--- config.mk ---
export PLATFORM = sky130hd
export DESIGN_NAME = pog_top
export DESIGN_NICKNAME = d
export VERILOG_FILES = /design/src/logic/pog_pkg.sv /design/src/logic/pog_top.sv
export SDC_FILE = /design/constraint.sdc
export NUM_CORES = 1
export LEC_CHECK = 0
export BUFFER_PORTS_ARGS = -buffer_cell sky130_fd_sc_hd__buf_2
export CAP_MARGIN = 10
export CORE_MARGIN = 4
export CORE_UTILIZATION = 55
export DETAILED_ROUTE_END_ITERATION = 10
export PLACE_DENSITY_LB_ADDON = 0.08
export SLEW_MARGIN = 40
export SYNTH_ARGS = -nofsm -noshare
export SYNTH_HDL_FRONTEND = slang
export SYNTH_SLANG_ARGS = --single-unit
--- constraint.sdc ---
create_clock -name core_clk_i -period 10.1 [get_ports core_clk_i]
set_clock_uncertainty 0.1 [all_clocks]
set_input_delay 2.02 -clock core_clk_i [delete_from_list [all_inputs] [get_ports core_clk_i]]
set_output_delay 2.02 -clock core_clk_i [all_outputs]
set_load 0.05 [all_outputs]
--- src/logic/pog_pkg.sv ---
package pog_pkg;

  // Register offsets, printed values are not all multiples of four,
  // so each is an index and the byte address is four times it
  localparam logic [7:0] PORT_A_OUTPUT_LATCH_PIN_IDX = 8'h00;
  localparam logic [7:0] PORT_A_OUTPUT_LATCH_DIR_IDX = 8'h01;
  localparam logic [7:0] PORT_A_OUTPUT_LATCH_LAT_IDX = 8'h02;
  localparam logic [7:0] PORT_B_OUTPUT_LATCH_PIN_IDX = 8'h03;
  localparam logic [7:0] PORT_B_OUTPUT_LATCH_DIR_IDX = 8'h04;
  localparam logic [7:0] PORT_B_OUTPUT_LATCH_LAT_IDX = 8'h05;
  localparam logic [7:0] PORT_C_OUTPUT_LATCH_PIN_IDX = 8'h06;
  localparam logic [7:0] PORT_C_OUTPUT_LATCH_DIR_IDX = 8'h07;
  localparam logic [7:0] PORT_C_OUTPUT_LATCH_LAT_IDX = 8'h08;
  localparam logic [7:0] PORTD_PIN_IDX = 8'h09;
  localparam logic [7:0] PORTD_DIR_IDX = 8'h0A;
  localparam logic [7:0] PORTD_LAT_IDX = 8'h0B;
  localparam logic [7:0] CHIP_CTRL_IDX = 8'h35;
  // Peripheral enable register of this block's own
  localparam logic [7:0] PERIPH_EN_IDX = 8'h40;

  // Reset values
  localparam logic [7:0] PORT_RESET = 8'h00;
  localparam logic [7:0] CHIP_CTRL_RESET = 8'h00;
  localparam logic [7:0] PERIPH_EN_RESET = 8'h00;

  // Chip control fields
  localparam int PULLUP_OFF_BIT = 4;
  // Writable chip control bits: 7, 4, 1, 0
  localparam logic [7:0] CHIP_CTRL_WMASK = 8'h93;

  // Peripheral enable fields
  localparam int PE_TX0 = 0;
  localparam int PE_RX0 = 1;
  localparam int PE_TX1 = 2;
  localparam int PE_RX1 = 3;
  localparam int PE_PCG = 4;

  // Pin override bundle for one pin
  typedef struct packed {
    logic pullup_override_enable;
    logic pullup_override_value;
    logic direction_override_enable;
    logic direction_override_value;
    logic pin_value_override_enable;
    logic pin_value_override_value;
    logic input_enable_override_enable;
    logic input_enable_override_value;
  } pog_ovr_t;

  // Peripheral signals toward port D
  typedef struct packed {
    logic serial0_transmit_line;
    logic serial1_transmit_line;
    logic timer2_compare_a_out;
    logic timer2_compare_a_en;
    logic timer2_compare_b_out;
    logic timer2_compare_b_en;
    logic timer1_compare_a_out;
    logic timer1_compare_a_en;
    logic timer1_compare_b_out;
    logic timer1_compare_b_en;
    logic [7:0] pin_change_select;
  } pog_periph_t;

endpackage : pog_pkg

--- src/logic/pog_top.sv ---
// Chosen here: register access over APB.
`timescale 1ns/1ps
// Overview of operation
// - Transmitter 0 drives port D bit 1
// - Receiver 0 forces port D bit 0 input
// - Forced input keeps latch-driven pull-up
// - Bit 1 feeds pin-change source 25
// - Bit 0 feeds pin-change source 24
// - Bits 7-4: compare outputs replace pin value
// - Bit 3 transmit override, bit 2 receive input
// - Global pull-up off disables all pull-ups
// - Chip control: bit 4 pull-up off, masks
// - Port A registers at 0x00-0x02
// - Port B registers at 0x03-0x05
// - Port C registers at 0x06-0x08
// - Port D registers at 0x09-0x0B
module pog_top
  import pog_pkg::*;
(
  // Clock and reset
  input wire logic core_clk_i,
  input wire logic rst_i,
  // APB slave
  input wire logic psel_i,
  input wire logic penable_i,
  input wire logic pwrite_i,
  input wire logic [11:0] paddr_i,
  input wire logic [31:0] pwdata_i,
  output logic [31:0] prdata_o,
  output logic pready_o,
  output logic pslverr_o,
  // Peripheral side
  input wire pog_periph_t periph_i,
  output logic serial0_receive_line_o,
  output logic serial1_receive_line_o,
  output logic timer1_capture_in_o,
  output logic external_irq_zero_o,
  output logic external_irq_one_o,
  output logic [7:0] pin_change_d_o,
  // Pins, ports A to D
  input wire logic [31:0] pin_i,
  output logic [31:0] pin_o,
  output logic [31:0] pin_oe_o,
  output logic [31:0] pin_pullup_o
);

  // Registers
  logic [7:0] dir [4];
  logic [7:0] lat [4];
  logic [7:0] chip_control;
  logic [7:0] periph_en;
  logic [31:0] sync1;
  logic [31:0] sync2;
  pog_ovr_t ovr [32];
  logic [31:0] in_en;
  logic [31:0] eff_dir;
  logic [31:0] pin_in;
  logic global_pullup_off;

  // Bus decode
  logic acc;
  logic [9:0] idx;
  logic [7:0] rd_val;
  logic hit;

  // Bus strobes and the always-ready handshake; upper index bits
  // must be zero, else the access counts as unmapped
  assign acc = psel_i && penable_i;
  assign idx = paddr_i[11:2];
  assign pready_o = 1'b1;
  assign global_pullup_off = chip_control[PULLUP_OFF_BIT];

  // Pin synchroniser, two stages; pins are asynchronous to the
  // core clock, so both stages settle before any logic reads them
  always_ff @(posedge core_clk_i or posedge rst_i) begin
    if (rst_i) begin
      sync1 <= 32'h0000_0000;
      sync2 <= 32'h0000_0000;
    end else begin
      sync1 <= pin_i;
      sync2 <= sync1;
    end
  end

  // Digital input gating after synchroniser
  assign pin_in = sync2 & in_en;

  // Read decode
  always_comb begin
    rd_val = 8'h00;
    hit = 1'b1;
    if (idx[9:8] != 2'b00) begin
      hit = 1'b0;
    end else if (idx[7:0] == PORT_A_OUTPUT_LATCH_PIN_IDX) begin
      rd_val = pin_in[7:0];
    end else if (idx[7:0] == PORT_A_OUTPUT_LATCH_DIR_IDX) begin
      rd_val = dir[0];
    end else if (idx[7:0] == PORT_A_OUTPUT_LATCH_LAT_IDX) begin
      rd_val = lat[0];
    end else if (idx[7:0] == PORT_B_OUTPUT_LATCH_PIN_IDX) begin
      rd_val = pin_in[15:8];
    end else if (idx[7:0] == PORT_B_OUTPUT_LATCH_DIR_IDX) begin
      rd_val = dir[1];
    end else if (idx[7:0] == PORT_B_OUTPUT_LATCH_LAT_IDX) begin
      rd_val = lat[1];
    end else if (idx[7:0] == PORT_C_OUTPUT_LATCH_PIN_IDX) begin
      rd_val = pin_in[23:16];
    end else if (idx[7:0] == PORT_C_OUTPUT_LATCH_DIR_IDX) begin
      rd_val = dir[2];
    end else if (idx[7:0] == PORT_C_OUTPUT_LATCH_LAT_IDX) begin
      rd_val = lat[2];
    end else if (idx[7:0] == PORTD_PIN_IDX) begin
      rd_val = pin_in[31:24];
    end else if (idx[7:0] == PORTD_DIR_IDX) begin
      rd_val = dir[3];
    end else if (idx[7:0] == PORTD_LAT_IDX) begin
      rd_val = lat[3];
    end else if (idx[7:0] == CHIP_CTRL_IDX) begin
      rd_val = chip_control;
    end else if (idx[7:0] == PERIPH_EN_IDX) begin
      rd_val = periph_en;
    end else begin
      hit = 1'b0;
    end
  end

  // Error for unmapped address; such writes are dropped
  // and such reads return zero
  assign pslverr_o = acc && !hit;

  // Read data register: loaded at the setup edge so that it
  // already stands when the access edge samples pready; it holds
  // until the next read setup, writes leave it untouched
  always_ff @(posedge core_clk_i or posedge rst_i) begin
    if (rst_i) begin
      prdata_o <= 32'h0000_0000;
    end else if (psel_i && !penable_i && !pwrite_i) begin
      prdata_o <= {24'h00_0000, rd_val};
    end
  end

  // Port direction and latch registers; a write to the pin
  // register toggles the latch bits written as one
  // Toggling saves software a read-modify-write on the latch
  genvar p;
  generate
    for (p = 0; p < 4; p++) begin : g_port
      logic [7:0] a_pin;
      logic [7:0] a_dir;
      logic [7:0] a_lat;
      assign a_pin = PORT_A_OUTPUT_LATCH_PIN_IDX + 8'(3 * p);
      assign a_dir = PORT_A_OUTPUT_LATCH_DIR_IDX + 8'(3 * p);
      assign a_lat = PORT_A_OUTPUT_LATCH_LAT_IDX + 8'(3 * p);
      // Direction and latch reset to zero
      always_ff @(posedge core_clk_i or posedge rst_i) begin
        if (rst_i) begin
          dir[p] <= PORT_RESET;
          lat[p] <= PORT_RESET;
        end else if (acc && pwrite_i && idx[9:8] == 2'b00) begin
          if (idx[7:0] == a_dir) begin
            dir[p] <= pwdata_i[7:0];
          end else if (idx[7:0] == a_lat) begin
            lat[p] <= pwdata_i[7:0];
          end else if (idx[7:0] == a_pin) begin
            lat[p] <= lat[p] ^ pwdata_i[7:0];
          end
        end
      end
    end
  endgenerate

  // Chip control with read-only bits held at zero
  // Bits 6, 5, 3 and 2 are never stored, so they read as zero
  always_ff @(posedge core_clk_i or posedge rst_i) begin
    if (rst_i) begin
      chip_control <= CHIP_CTRL_RESET;
    end else if (acc && pwrite_i && idx == {2'b00, CHIP_CTRL_IDX}) begin
      chip_control <= pwdata_i[7:0] & CHIP_CTRL_WMASK;
    end
  end

  // Peripheral enables written by software; this register stands
  // in for the serial and pin-change units outside this block
  always_ff @(posedge core_clk_i or posedge rst_i) begin
    if (rst_i) begin
      periph_en <= PERIPH_EN_RESET;
    end else if (acc && pwrite_i && idx == {2'b00, PERIPH_EN_IDX}) begin
      periph_en <= pwdata_i[7:0];
    end
  end

  // Override table: ports A-C have none
  logic tx0;
  logic rx0;
  logic tx1;
  logic rx1;
  logic pcg;
  assign tx0 = periph_en[PE_TX0];
  assign rx0 = periph_en[PE_RX0];
  assign tx1 = periph_en[PE_TX1];
  assign rx1 = periph_en[PE_RX1];
  assign pcg = periph_en[PE_PCG];

  // Cleared first so that every field has a value on every path
  always_comb begin
    for (int i = 0; i < 32; i++) begin
      ovr[i] = '0;
    end
    // Bit 0 pin change 24; receiver forces input
    ovr[24].pullup_override_enable = rx0;
    // Pull-up still from latch, gated by global off
    ovr[24].pullup_override_value = lat[3][0] & ~global_pullup_off;
    ovr[24].direction_override_enable = rx0;
    ovr[24].direction_override_value = 1'b0;
    ovr[24].input_enable_override_enable =
      periph_i.pin_change_select[0] & pcg;
    ovr[24].input_enable_override_value = 1'b1;
    // Transmitter 0 drives bit 1; pin change 25
    ovr[25].pullup_override_enable = tx0;
    ovr[25].direction_override_enable = tx0;
    ovr[25].direction_override_value = 1'b1;
    ovr[25].pin_value_override_enable = tx0;
    ovr[25].pin_value_override_value = periph_i.serial0_transmit_line;
    ovr[25].input_enable_override_enable =
      periph_i.pin_change_select[1] & pcg;
    ovr[25].input_enable_override_value = 1'b1;
    // Receiver 1 forces bit 2 input
    ovr[26].pullup_override_enable = rx1;
    ovr[26].pullup_override_value = lat[3][2] & ~global_pullup_off;
    ovr[26].direction_override_enable = rx1;
    ovr[26].input_enable_override_enable =
      periph_i.pin_change_select[2] & pcg;
    ovr[26].input_enable_override_value = 1'b1;
    ovr[27].pullup_override_enable = tx1;
    ovr[27].direction_override_enable = tx1;
    ovr[27].direction_override_value = 1'b1;
    ovr[27].pin_value_override_enable = tx1;
    ovr[27].pin_value_override_value = periph_i.serial1_transmit_line;
    ovr[27].input_enable_override_enable =
      periph_i.pin_change_select[3] & pcg;
    ovr[27].input_enable_override_value = 1'b1;
    // Compare outputs replace pin value on bits 7-4
    ovr[28].pin_value_override_enable = periph_i.timer1_compare_b_en;
    ovr[28].pin_value_override_value = periph_i.timer1_compare_b_out;
    ovr[29].pin_value_override_enable = periph_i.timer1_compare_a_en;
    ovr[29].pin_value_override_value = periph_i.timer1_compare_a_out;
    ovr[30].pin_value_override_enable = periph_i.timer2_compare_b_en;
    ovr[30].pin_value_override_value = periph_i.timer2_compare_b_out;
    ovr[31].pin_value_override_enable = periph_i.timer2_compare_a_en;
    ovr[31].pin_value_override_value = periph_i.timer2_compare_a_out;
    for (int i = 28; i < 32; i++) begin
      ovr[i].input_enable_override_enable =
        periph_i.pin_change_select[i - 24] & pcg;
      ovr[i].input_enable_override_value = 1'b1;
    end
  end

  // Per-pin selection of register or override values
  genvar b;
  generate
    for (b = 0; b < 32; b++) begin : g_pin
      logic r_dir;
      logic r_lat;
      assign r_dir = dir[b / 8][b % 8];
      assign r_lat = lat[b / 8][b % 8];
      assign eff_dir[b] = ovr[b].direction_override_enable ?
        ovr[b].direction_override_value : r_dir;
      assign pin_oe_o[b] = eff_dir[b];
      assign pin_o[b] = ovr[b].pin_value_override_enable ?
        ovr[b].pin_value_override_value : r_lat;
      // Pull-up only for input, latch one, not off
      // A pull-up never meets a driven pin: an output clears it
      assign pin_pullup_o[b] = ovr[b].pullup_override_enable ?
        ovr[b].pullup_override_value :
        (~eff_dir[b] & r_lat & ~global_pullup_off);
      // Digital input enable, on unless overridden off
      // No sleep gating here, so the input stays on by default
      assign in_en[b] = ovr[b].input_enable_override_enable ?
        ovr[b].input_enable_override_value : 1'b1;
    end
  endgenerate

  // Peripheral inputs from port D
  // All taken after the synchroniser and the input enable
  assign serial0_receive_line_o = pin_in[24];
  assign serial1_receive_line_o = pin_in[26];
  assign external_irq_zero_o = pin_in[26];
  assign external_irq_one_o = pin_in[27];
  assign timer1_capture_in_o = pin_in[30];
  assign pin_change_d_o = pin_in[31:24];

endmodule : pog_top

== After elaboration in Yosys (flattened, before gate mapping) ==
Index checks and enable logic that the tools add are counted.

* Memory bits (writable): 0
* Memories: 0
* Latch bits: 0
* Input port bits: 99
* Logic and storage cells: 213
* ROM bits: 0
* Register bits after elaboration: 148

* $mul: 0
* Bitwise logic cells: 107
* Equal/unequal tests: 15
* Shift operators: 0
* Mux-type cells: 52
* Add/subtract/negate cells: 0
* Div/mod/pow operators: 0
* Reductions and logical operators: 26
* Order comparisons: 0

{| class="wikitable"
|+ Operator list
! operator !! number
|-
| $mux 8 || 23
|-
| $and 1x1->1 || 66
|-
| $not 1->1 || 37
|-
| $eq 8x3->1 const B || 4
|-
| $eq 8x4->1 const B || 4
|-
| $xor 8x8->8 || 4
|-
| $mux 1 || 29
|-
| $eq 8x2->1 const B || 2
|-
| $reduce_and 3->1 || 4
|-
| $eq 10x6->1 const B || 1
|-
| $eq 10x7->1 const B || 1
|-
| $reduce_bool 2->1 || 5
|-
| $eq 8x1->1 const B || 1
|-
| $eq 8x6->1 const B || 1
|-
| $eq 8x7->1 const B || 1
|-
| $logic_and 1x1->1 || 8
|-
| $logic_not 8->1 || 1
|-
| $reduce_and 2->1 || 4
|-
| $logic_not 1->1 || 3
|-
| $logic_not 2->1 || 1
|}

== Logic depth before layout (Yosys ltp) ==
Gate-level depths: netlist (run 1).

* Word-level depth: 18
* Mapped depth: 8

== Worst setup path after synthesis (run 1) ==
No wires, ideal clock.

* Kind: input-to-output
* From: input port paddr_i[5]
* To: output port pslverr_o
* Setup slack: 4.677 ns
* Stages on the path: 6
* Required time: 7.980 ns
* Data arrival time: 3.303 ns
* Path through: buf_4 > nor4b_2 > and2_1 > clkbuf_1 > o41ai_1 > and3_1

* Word-level cells in the longest chain between the ends: 18
* Elaborated cells on any way between the ends: 31
* Classes of those cells: 13 x eq/ne; 15 x mux; 3 x reduce/logical

{| class="wikitable"
|+ Ends and longest elaborated chain
! element !! RTL line !! RTL
|-
| start: declaration || pog_top.sv:27 || <nowiki>input wire logic [11:0] paddr_i,</nowiki>
|-
| $eq 8x7->1 || pog_top.sv:120 || <nowiki>end else if (idx[7:0] == PERIPH_EN_IDX) begin</nowiki>
|-
| $mux 1 || pog_top.sv:120 ||
|-
| $mux 1 || pog_top.sv:118 || <nowiki>end else if (idx[7:0] == CHIP_CTRL_IDX) begin</nowiki>
|-
| $mux 1 || pog_top.sv:116 || <nowiki>end else if (idx[7:0] == PORTD_LAT_IDX) begin</nowiki>
|-
| $mux 1 || pog_top.sv:114 || <nowiki>end else if (idx[7:0] == PORTD_DIR_IDX) begin</nowiki>
|-
| $mux 1 || pog_top.sv:112 || <nowiki>end else if (idx[7:0] == PORTD_PIN_IDX) begin</nowiki>
|-
| $mux 1 || pog_top.sv:110 || <nowiki>end else if (idx[7:0] == PORT_C_OUTPUT_LATCH_LAT_IDX) begin</nowiki>
|-
| $mux 1 || pog_top.sv:108 || <nowiki>end else if (idx[7:0] == PORT_C_OUTPUT_LATCH_DIR_IDX) begin</nowiki>
|-
| [2 not listed] || n/a ||
|-
| $mux 1 || pog_top.sv:102 || <nowiki>end else if (idx[7:0] == PORT_B_OUTPUT_LATCH_DIR_IDX) begin</nowiki>
|-
| $mux 1 || pog_top.sv:100 || <nowiki>end else if (idx[7:0] == PORT_B_OUTPUT_LATCH_PIN_IDX) begin</nowiki>
|-
| $mux 1 || pog_top.sv:98 || <nowiki>end else if (idx[7:0] == PORT_A_OUTPUT_LATCH_LAT_IDX) begin</nowiki>
|-
| $mux 1 || pog_top.sv:96 || <nowiki>end else if (idx[7:0] == PORT_A_OUTPUT_LATCH_DIR_IDX) begin</nowiki>
|-
| $mux 1 (*) || pog_top.sv:94 || <nowiki>end else if (idx[7:0] == PORT_A_OUTPUT_LATCH_PIN_IDX) begin</nowiki>
|-
| $mux 1 (*) || pog_top.sv:92 || <nowiki>if (idx[9:8] != 2'b00) begin</nowiki>
|-
| $logic_not 1->1 (*) || pog_top.sv:129 || <nowiki>assign pslverr_o = acc && !hit;</nowiki>
|-
| $logic_and 1x1->1 (*) || pog_top.sv:129 ||
|-
| end: declaration || pog_top.sv:31 || <nowiki>output logic pslverr_o,</nowiki>
|}

Mark *: on every way between the ends. The rest lies on a longest branch, timed or not.

== Worst setup path after layout (run 1) ==
* From: input port paddr_i[3]
* To: output port pslverr_o

Same word-level chain as after synthesis.

==> metrics.md, run 1 <==
| Metric | Value |
|---|---|
| Outcome | `complete, no violations` |
| RSZ-0062 raised after global routing | `false` |
| Seq/Total Area, Yosys | `51.36%` |
| Synth Instances | `about 660` |
| Root Buffer | `clkbuf_16` |
| Arrival @ worst endpoint | `4.41 ns` |
| Power per standard cell area | `between 150 and 200 nW/um^2` |
| Final WL | `~21 mm` |
| Non-filler instance count after layout | `about 970` |
| Row count | `between 40 and 50` |
| Critical path origin | `paddr_i[3]` |
| Max-slew headroom | `between 40% and 50%` |
| Final HPWL from detailed placement | `around 15 mm` |
| First-pass GRT wire length | `31.90 mm` |
| Vias in the first global route | `between 5000 and 6000` |
| Share of cells above drive strength 1 | `a little under two fifths` |
| Worst VDD drop | `between 200 and 250 uV` |
| Fin area | `about 8400 sq um` |
| Post-Syn Area | `approximately 7200 sq um` |
| CP Launch Type | `input pin` |
| Most common cell after layout, fill and taps aside | `buf_2` |
| Core Region | `12720 sq um` |
| Worst min-delay path category | `flop to flop` |
| Final setup violation count | `0` |
| Worst endpoint required time | `approximately 8.0 ns` |
| Sum of negative setup slack | `0 ns` |
| Vias/cell | `~5.8` |
| Post-layout nets | `around 900` |
| Post-CTS Setup Bufs | `0` |
| Drt wl/cell | `around 22 um` |
| Post-route DRC | `0` |
| Hold Fails Final Rpt | `0` |
| CTS resizes | `0` |
| TritonCTS clock tree | `yes` |
| Max FO, Critical Path | `38` |
| Starting Density | `56.68%` |
| Initial antenna violation count | `0` |
| Worst setup EP type | `output pin` |
| Async SR Flop Fraction | `between 90% and 100%` |
| CTS max path bufs | `2` |
| Gpl congestion | `0.8655` |
| CTS Hold Bufs | `0` |
| Area of the die | `between 15000 and 20000 sq um` |
| Post-synth EDFFs | `0` |
| Top_reg_cell synth | `dfrtp_1` |
| Vias | `about 5600` |
| Reg2reg start | `chip_control[4]$_DFFE_PP0P_` |
| Die Y | `122.5 um` |
| CTS clk-pin slew, worst paths | `about 0.060 ns` |
| Final worst path period share | `64.62%` |
| #FFs+latches synth | `roughly 150` |
| TritonCTS buffer count | `17` |
| Slew Viols, Final | `0` |
| Setup CP Type | `input pin to output pin` |
| Inserted Diodes | `0` |
| Yosys warnings | `0` |
| FMAX | `approximately 150 MHz` |
| Die width | `between 100 and 150 um` |
| Avg Inst Size Synth | `roughly 11 sq um` |
| Initial DRC count | `430` |
| Clock sinks | `about 150` |
| Worst-Skew Late Latency | `0.42 ns` |
| Placed cell area | `about 8000 sq um` |
| Final ANT Viol Nets | `0` |
| Leak Pwr | `between 4 and 5 nW` |
| Worst-margin pin slew | `0.8296 ns` |
| Max-capacitance violation count | `0` |
| Drt first pass iters | `5` |
| I/O pins | `242` |
| Pre-CTS WS | `~3.6 ns` |
| Buffers on Ports | `182` |
| Most frequent cells in the layout | `buf_2 (182), dfrtp_1 (148), nand2_1 (69)` |
| Placed Instances | `between 900 and 1000` |
| Total gr overflow | `0` |
| Hold Path Origin | `sync1[10]$_DFF_PP0_` |
| Final worst slack | `between 3 and 4 ns` |
| GRT Total Usage | `roughly 29%` |
| Area Growth Syn to Fin | `16.90%` |
| H-tree level count | `4` |
| Synth unique cells | `between 60 and 70` |
| Largest net degree at the start of global routing | `slightly below 80` |
| Minimum clock period | `approximately 6.5 ns` |
==> routing by layer <==
metal / up-vias / track usage [%] / wire length, um
met5: - / 0 / 0
met4: 0 / 8.887 / 447
met3: 31 / 6.037 / 1676
met2: 269 / 45.86 / 9948
met1: 2789 / 39.93 / 8873
li1: 2506 / - / -
==> state kept, by name, indices dropped and copies added, names as in the netlist <==
name / cells
chip_control: 4
dir: 4
g_pin.r_lat: 6
periph_en: 8
pin_in: 32
pin_o: 26
pin_oe_o: 28
prdata_o: 8
sync1: 32
==> cell usage after synthesis (5+ instances only) <==
cell / number / area, sq um
buf_4: 64 / 480.5
nor2_1: 21 / 78.83
o22ai_1: 10 / 62.56
mux2_2: 54 / 608.1
xor2_1: 24 / 210.2
and3_1: 8 / 50.05
a21oi_1: 24 / 120.1
a31oi_1: 5 / 31.28
nand3_1: 18 / 90.09
a22oi_1: 6 / 45.04
nor2b_1: 7 / 43.79
a22o_1: 5 / 43.79
buf_2: 12 / 60.06
and2_1: 6 / 37.54
dfrtp_1: 148 / 3704
nand4_1: 6 / 37.54
nor3b_1: 33 / 247.7
nor3_1: 8 / 40.04
o21ai_0: 15 / 75.07
mux2i_1: 12 / 120.1
a311oi_1: 7 / 61.31
nand2b_1: 7 / 43.79
nand2_1: 69 / 259.0
clkbuf_1: 18 / 67.56
==> critical path, stage by stage <==
cell	delay (ns)
buf_2	0.62
nor2b_1	0.30
and3_1	0.36
o41ai_1	0.59
and3_1	0.24
buf_2	0.26
==> area by class of cell <==
cell class | instances | area [sq um]
Sequential cell | 148 | 3704
Timing Repair Buffer | 187 | 952.2
Inverter | 5 | 23.77
Tap cell | 172 | 215.2
Fill cell | 1020 | 4293
Clock inverter | 14 | 145.1
Multi-Input combinational cell | 428 | 2964
Clock buffer | 17 | 425.4
==> worst paths after layout <==
check                                            to  slack, ns  depth (start not counted)
min in group asynchronous  pin_oe_o[18]$_DFFE_PP0P_       1.59                          2
setup reg to reg            prdata_o[4]$_DFFE_PP0P_       7.94                          5
max in group asynchronous     pin_o[11]$_DFFE_PP0P_       7.21                          3
hold / removal                 pin_in[10]$_DFF_PP0_       0.25                          0
hold reg to reg                pin_in[10]$_DFF_PP0_       0.25                          0
setup / recovery                          pslverr_o       3.57                          6
==> power breakdown <==
group | switching (mW) | leakage, nW | internal, mW
Combinational | 0.0923 | 1.96 | 0.0275
Sequential | 0.00749 | 1.92 | 0.608
Clock | 0.265 | 0.265 | 0.345
==> metrics by stage <==
step | power, mW | hold WS [ns] | utilization (%)
after CTS | 1.352 | 0.2486 | 66.21
after global placement | 0.7425 | 0.2324 | 61.61
after floorplan | 0.7188 | 0.2312 | -
final | 1.345 | 0.2478 | 66.26
after detailed placement | 0.7449 | 0.2347 | 61.72
after global routing | 1.393 | 0.2529 | 66.26
==> cells by family after synthesis <==
group	count (synthesis)	synth area share [%]
other	2	0.1042
XOR/XNOR	24	2.915
AND/OR/NAND/NOR	205	15.63
AO/OA/AOI/OAI	106	10.29
multiplexers	68	10.72
buffers and inverters	102	8.971
flip-flops	148	51.36
No activity file was read; power rests on OpenSTA's default activity.
==> inputs of run 2 (changes only) <==
Settings changed: CORE_UTILIZATION 55 to 51.
Clock period 10.1 ns to 6.2 ns, I/O delays scaled along.
==> metrics.md, run 2 (same netlist as run 1, synthesis figures left out) <==
| Metric | Value |
|---|---|
| Final ANT Viol Nets | `0 (unchanged)` |
| Area of the die | `16100 sq um (+7.3%)` |
| CTS max path bufs | `2 (unchanged)` |
| Post-CTS Setup Bufs | `0 (unchanged)` |
| WHS Endpoint | `pin_in[8]$_DFF_PP0_` |
| Largest net degree at the start of global routing | `96 (+23%)` |
| Post-layout util | `60.63% (-5.6 points)` |
| DRT met1 WL | `9.263 mm (+4.4%)` |
| TritonCTS clock tree | `yes` |
| RSZ-0062 raised after global routing | `false` |
| CTS clk-pin slew, worst paths | `0.06 ns (about the same)` |
| Final setup violation count | `0 (unchanged)` |
| Worst-Skew Late Latency | `0.42 ns (about the same)` |
| R2r endpoint | `prdata_o[4]$_DFFE_PP0P_` |
| Inserted Diodes | `0 (unchanged)` |
| Area Growth Syn to Fin | `16.71%` |
| Vias | `5622 (+0.48%)` |
| I/O pins | `242 (unchanged)` |
| Final HPWL from detailed placement | `15.27 mm (+1.5%)` |
| Slew Viols, Final | `0 (unchanged)` |
| Vias/cell | `5.731 (-0.54%)` |
| CP Launch Type | `input pin` |
| H-tree level count | `4 (unchanged)` |
| Post-layout nets | `887 (+0.11%)` |
| Buffers on Ports | `182 (unchanged)` |
| Final WL | `21.41 mm (+2.2%)` |
| Worst setup EP type | `output pin` |
| Root Buffer | `clkbuf_16` |
| First-pass GRT wire length | `32.81 mm (+2.9%)` |
| Hold Path Origin | `sync1[8]$_DFF_PP0_` |
| Die width | `126.9 um (+3.6%)` |
| Met3 wire len | `1.649 mm (-1.6%)` |
| Max layer used | `met4` |
| Hold depth | `0 (unchanged)` |
| Row count | `43 (+4.9%)` |
| GRT Total Usage | `27.08% (-1.7 points)` |
| Hold Fails Final Rpt | `0 (unchanged)` |
| Initial antenna violation count | `0 (unchanged)` |
| CTS resizes | `0 (unchanged)` |
| FMAX | `approximately 230 MHz` |
| Most common cell after layout, fill and taps aside | `buf_2` |
| Minimum clock period | `about 4.4 ns` |
| Share of cells above drive strength 1 | `36.45% (-0.22 points)` |
| Worst min-delay path category | `flop to flop` |
| R2R depth | `5 (unchanged)` |
| Critical path origin | `paddr_i[5]` |
| Max-capacitance violation count | `0 (unchanged)` |
| Post-route DRC | `0 (unchanged)` |
| Setup CP Type | `input pin to output pin` |
| Worst endpoint required time | `4.86 ns (-3.12 ns)` |
| Fin area | `8416 sq um (-0.16%)` |
| Leak Pwr | `4.144 nW (about the same)` |
| FILL cells | `1194 (+17%)` |
| Max FO, Critical Path | `13 (-66%)` |
| Clock sinks | `148 (unchanged)` |
| Power per standard cell area | `255.3 nW/um^2 (+60%)` |
| Placed cell area | `7866 sq um (+0.18%)` |
| Met2 WL | `9.883 mm (-0.65%)` |
| Total gr overflow | `0 (unchanged)` |
| Area of the multi-input gates | `2958 sq um (-0.21%)` |
| Worst-margin pin slew | `0.8143 ns (-0.01531 ns)` |
| Drt wl/cell | `21.82 um (+1.2%)` |
| Outcome | `complete, no violations` |
| Die Y | `126.9 um (+3.6%)` |
| Arrival @ worst endpoint | `3.02 ns (-1.39 ns)` |
| Initial DRC count | `419 (-2.6%)` |
| Final worst path period share | `between 70% and 80%` |
| TritonCTS buffer count | `17 (unchanged)` |
| Vias in the first global route | `5666 (+4.1%)` |
| Max-slew headroom | `45.21% (+0.52 points)` |
| Reg2reg start | `pin_o[12]$_DFFE_PP0P_` |
| Worst VDD drop | `262.4 uV (+24%)` |
| Gpl congestion | `0.8807 (+1.8%)` |
| Reg area | `3704 sq um (unchanged)` |
| Core Region | `13880 sq um (+9.1%)` |
| Most frequent cells in the layout | `buf_2 (182), dfrtp_1 (148), nand2_1 (69)` |
| Starting Density | `51.95% (-4.7 points)` |
| Register-to-register setup slack | `4.29 ns (-3.65 ns)` |
| Sum of negative setup slack | `0 ns (unchanged)` |
| CTS Hold Bufs | `0 (unchanged)` |
| Drt first pass iters | `5 (unchanged)` |
run 2: final cells by class:
class	instances	share of cell area [%]
clock inverters	12	1.189
flip-flops and latches	148	44.01
well taps	180	2.676
repair buffers	188	11.36
clock buffers	20	5.308
inverters	5	0.3122
multi-input cells	428	35.15
run 2: power by group:
part	leakage [nW]	switching, mW	total [mW]	internal (mW)
Combinational	1.97	0.151	0.196	0.0449
Clock	0.259	0.422	0.951	0.529
Sequential	1.92	0.0123	1.00	0.990
run 2: worst max-delay path by stage:
| stage | endpoint | slack (ns) | depth (start not counted) |
|---|---|---|---|
| after floorplan | chip_control[0]$_DFFE_PP0P_ | 0.88 | 1 |
| final | pslverr_o | 1.84 | 7 |
| after global routing | pslverr_o | 1.79 | 7 |
| after CTS | pslverr_o | 1.82 | 7 |
| after detailed placement | pslverr_o | 1.83 | 7 |
| after global placement | pslverr_o | 1.82 | 7 |
run 2: critical path, cell delays in order:
cell	delay, ns
buf_2	0.22
nor4b_2	0.07
buf_4	0.19
and2_1	0.29
o41ai_1	0.53
and3_1	0.21
buf_2	0.25
run 2: metal layers:
layer,vias up,track usage (%)
met5,-,0
met4,0,10.16
met3,41,7.705
met2,262,40.94
met1,2806,37.39
li1,2513,-
run 2: metrics by stage:
step	total power [mW]	setup WS [ns]	hold WS, ns	std cells
floorplan	1.171	0.8803	0.2312	678
global placement	1.212	1.822	0.2323	949
detailed placement	1.215	1.826	0.2355	949
CTS	2.156	1.823	0.2493	981
global route	2.220	1.787	0.2542	981
finish	2.149	1.843	0.2472	981
==> inputs of run 3 (changes only) <==
Settings changed: CORE_UTILIZATION 51 to 46.
Clock period 6.2 ns to 3.5 ns, I/O delays scaled along.
==> metrics.md, run 3 (same netlist as run 1, synthesis figures left out) <==
| Metric | Value |
|---|---|
| Outcome | `complete, no violations` |
| Setup CP Type | `input pin to output pin` |
| Worst hold slack | `0.2479 ns (+0.0006370 ns)` |
| Hold Fails Final Rpt | `0 (unchanged)` |
| Grt met2 use | `38.80% (-2.1 points)` |
| Area Growth Syn to Fin | `19.24%` |
| Total gr overflow | `0 (unchanged)` |
| TritonCTS clock tree | `yes` |
| GR Util met3 | `5.627% (-2.1 points)` |
| Power per standard cell area | `452.6 nW/um^2 (+77%)` |
| Worst setup EP type | `output pin` |
| FMAX | `310.7 MHz` |
| Final HPWL from detailed placement | `15.16 mm (-0.74%)` |
| Post-CTS Setup Bufs | `0 (unchanged)` |
| Most common cell after layout, fill and taps aside | `buf_2` |
| Initial antenna violation count | `1 (+1)` |
| TritonCTS buffer count | `17 (unchanged)` |
| CTS max path bufs | `2 (unchanged)` |
| CTS clk-pin slew, worst paths | `0.07 ns (about the same)` |
| Vias/cell | `5.439 (-5.1%)` |
| Area of the die | `17740 sq um (+10%)` |
| First-pass GRT wire length | `32.13 mm (-2.1%)` |
| Inserted Diodes | `0 (unchanged)` |
| CTS Hold Bufs | `0 (unchanged)` |
| Post-layout util | `56.35% (-4.3 points)` |
| Sum of negative setup slack | `0 ns (unchanged)` |
| Starting Density | `47.26% (-4.7 points)` |
| Post-route DRC | `0 (unchanged)` |
| CP Launch Type | `input pin` |
| Final WL | `21.07 mm (-1.6%)` |
| Root Buffer | `clkbuf_16` |
| RSZ-0062 raised after global routing | `false` |
| GR Util met1 | `31.32% (-6.1 points)` |
| Drt first pass iters | `6 (+1)` |
| Largest net degree at the start of global routing | `149 (+55%)` |
| Share of cells above drive strength 1 | `37.55% (+1.1 points)` |
| Initial DRC count | `462 (+10%)` |
| Pre-CTS WS | `0.3126 ns (-1.513 ns)` |
| Final setup violation count | `0 (unchanged)` |
| Worst-margin pin slew | `0.6954 ns (-0.1189 ns)` |
| Worst endpoint required time | `2.70 ns (-2.16 ns)` |
| I/O pins | `242 (unchanged)` |
| GRT Total Usage | `23.69% (-3.4 points)` |
| Max-capacitance violation count | `0 (unchanged)` |
| Grt peak-use layer | `met2` |
| Worst-Skew Late Latency | `0.42 ns (about the same)` |
| Leak Pwr | `4.227 nW (+2.0%)` |
| Vias in the first global route | `5622 (-0.78%)` |
| Most frequent cells in the layout | `buf_2 (182), dfrtp_1 (148), nand2_1 (69)` |
| H-tree level count | `4 (unchanged)` |
| Die width | `133.2 um (+5.0%)` |
| Final worst slack | `0.2811 ns (-1.561 ns)` |
| Max FO, Critical Path | `7 (-6)` |
| Minimum clock period | `~3.2 ns` |
| Post-layout nets | `901 (+1.6%)` |
| Arrival @ worst endpoint | `2.42 ns (-0.60 ns)` |
| CTS resizes | `0 (unchanged)` |
| Slew Viols, Final | `0 (unchanged)` |
| Clock sinks | `148 (unchanged)` |
| Die Y | `133.2 um (+5.0%)` |
| Buffers on Ports | `182 (unchanged)` |
| Drt wl/cell | `20.53 um (-5.9%)` |
| Core Region | `15260 sq um (+9.9%)` |
| Max-slew headroom | `52.44% (+7.2 points)` |
| Row count | `45 (+4.7%)` |
| Final ANT Viol Nets | `0 (unchanged)` |
| Worst VDD drop | `327.0 uV (+25%)` |
| Final worst path period share | `between 90% and 100%` |
| Vias | `5580 (-0.75%)` |
| Gpl congestion | `0.8991 (+2.1%)` |
| Worst min-delay path category | `input pin to async pin` |
## run 3: routing by layer
metal	part of all wire (%)	vias up
li1	-	2535
met1	41	2756
met2	48	254
met3	8.4	33
met4	2.4	2
met5	0.033	-
## run 3: per-stage QoR
step / power, mW / area [sq um] / std cells
floorplan: 2.075 / 7301 / 678
global placement: 2.150 / 8003 / 993
detailed placement: 2.156 / 8003 / 993
CTS: 3.914 / 8571 / 1025
global route: 4.022 / 8598 / 1026
finish: 3.891 / 8598 / 1026
## run 3: cell type report
type                            count  area [sq um]
Clock buffer                       18         429.2
Clock inverter                     14         138.9
Fill cell                        1342          6660
Inverter                            5         22.52
Multi-Input combinational cell    428          2947
Sequential cell                   148          3704
Tap cell                          211         264.0
Timing Repair Buffer              202          1094
## run 3: path summary, 6_finish.rpt
path	startpoint	endpoint	slack [ns]	cells after the start
worst max-delay path	paddr_i[8]	pslverr_o	0.28	6
worst min-delay path	rst_i	dir[2]$_DFFE_PP0P_	0.25	3
worst max register to register	pin_o[12]$_DFFE_PP0P_	prdata_o[4]$_DFFE_PP0P_	1.57	5
worst min register to register	sync1[10]$_DFF_PP0_	pin_in[10]$_DFF_PP0_	0.25	0
max in group asynchronous	rst_i	pin_in[1]$_DFF_PP0_	2.36	4
min in group core_clk_i	sync1[10]$_DFF_PP0_	pin_in[10]$_DFF_PP0_	0.25	0
## run 3: power breakdown
group          total, mW  internal, mW  switching (mW)
Sequential          1.77          1.75          0.0216
Combinational      0.355        0.0877           0.267
Clock               1.76         0.998           0.764
Total               3.89          2.84            1.05
## run 3: critical path, cell delays in order
cell and delay, ns:
buf_2 0.15, nor4b_2 0.60, and3_1 0.40, o41ai_1 0.16
and3_1 0.21, buf_2 0.20
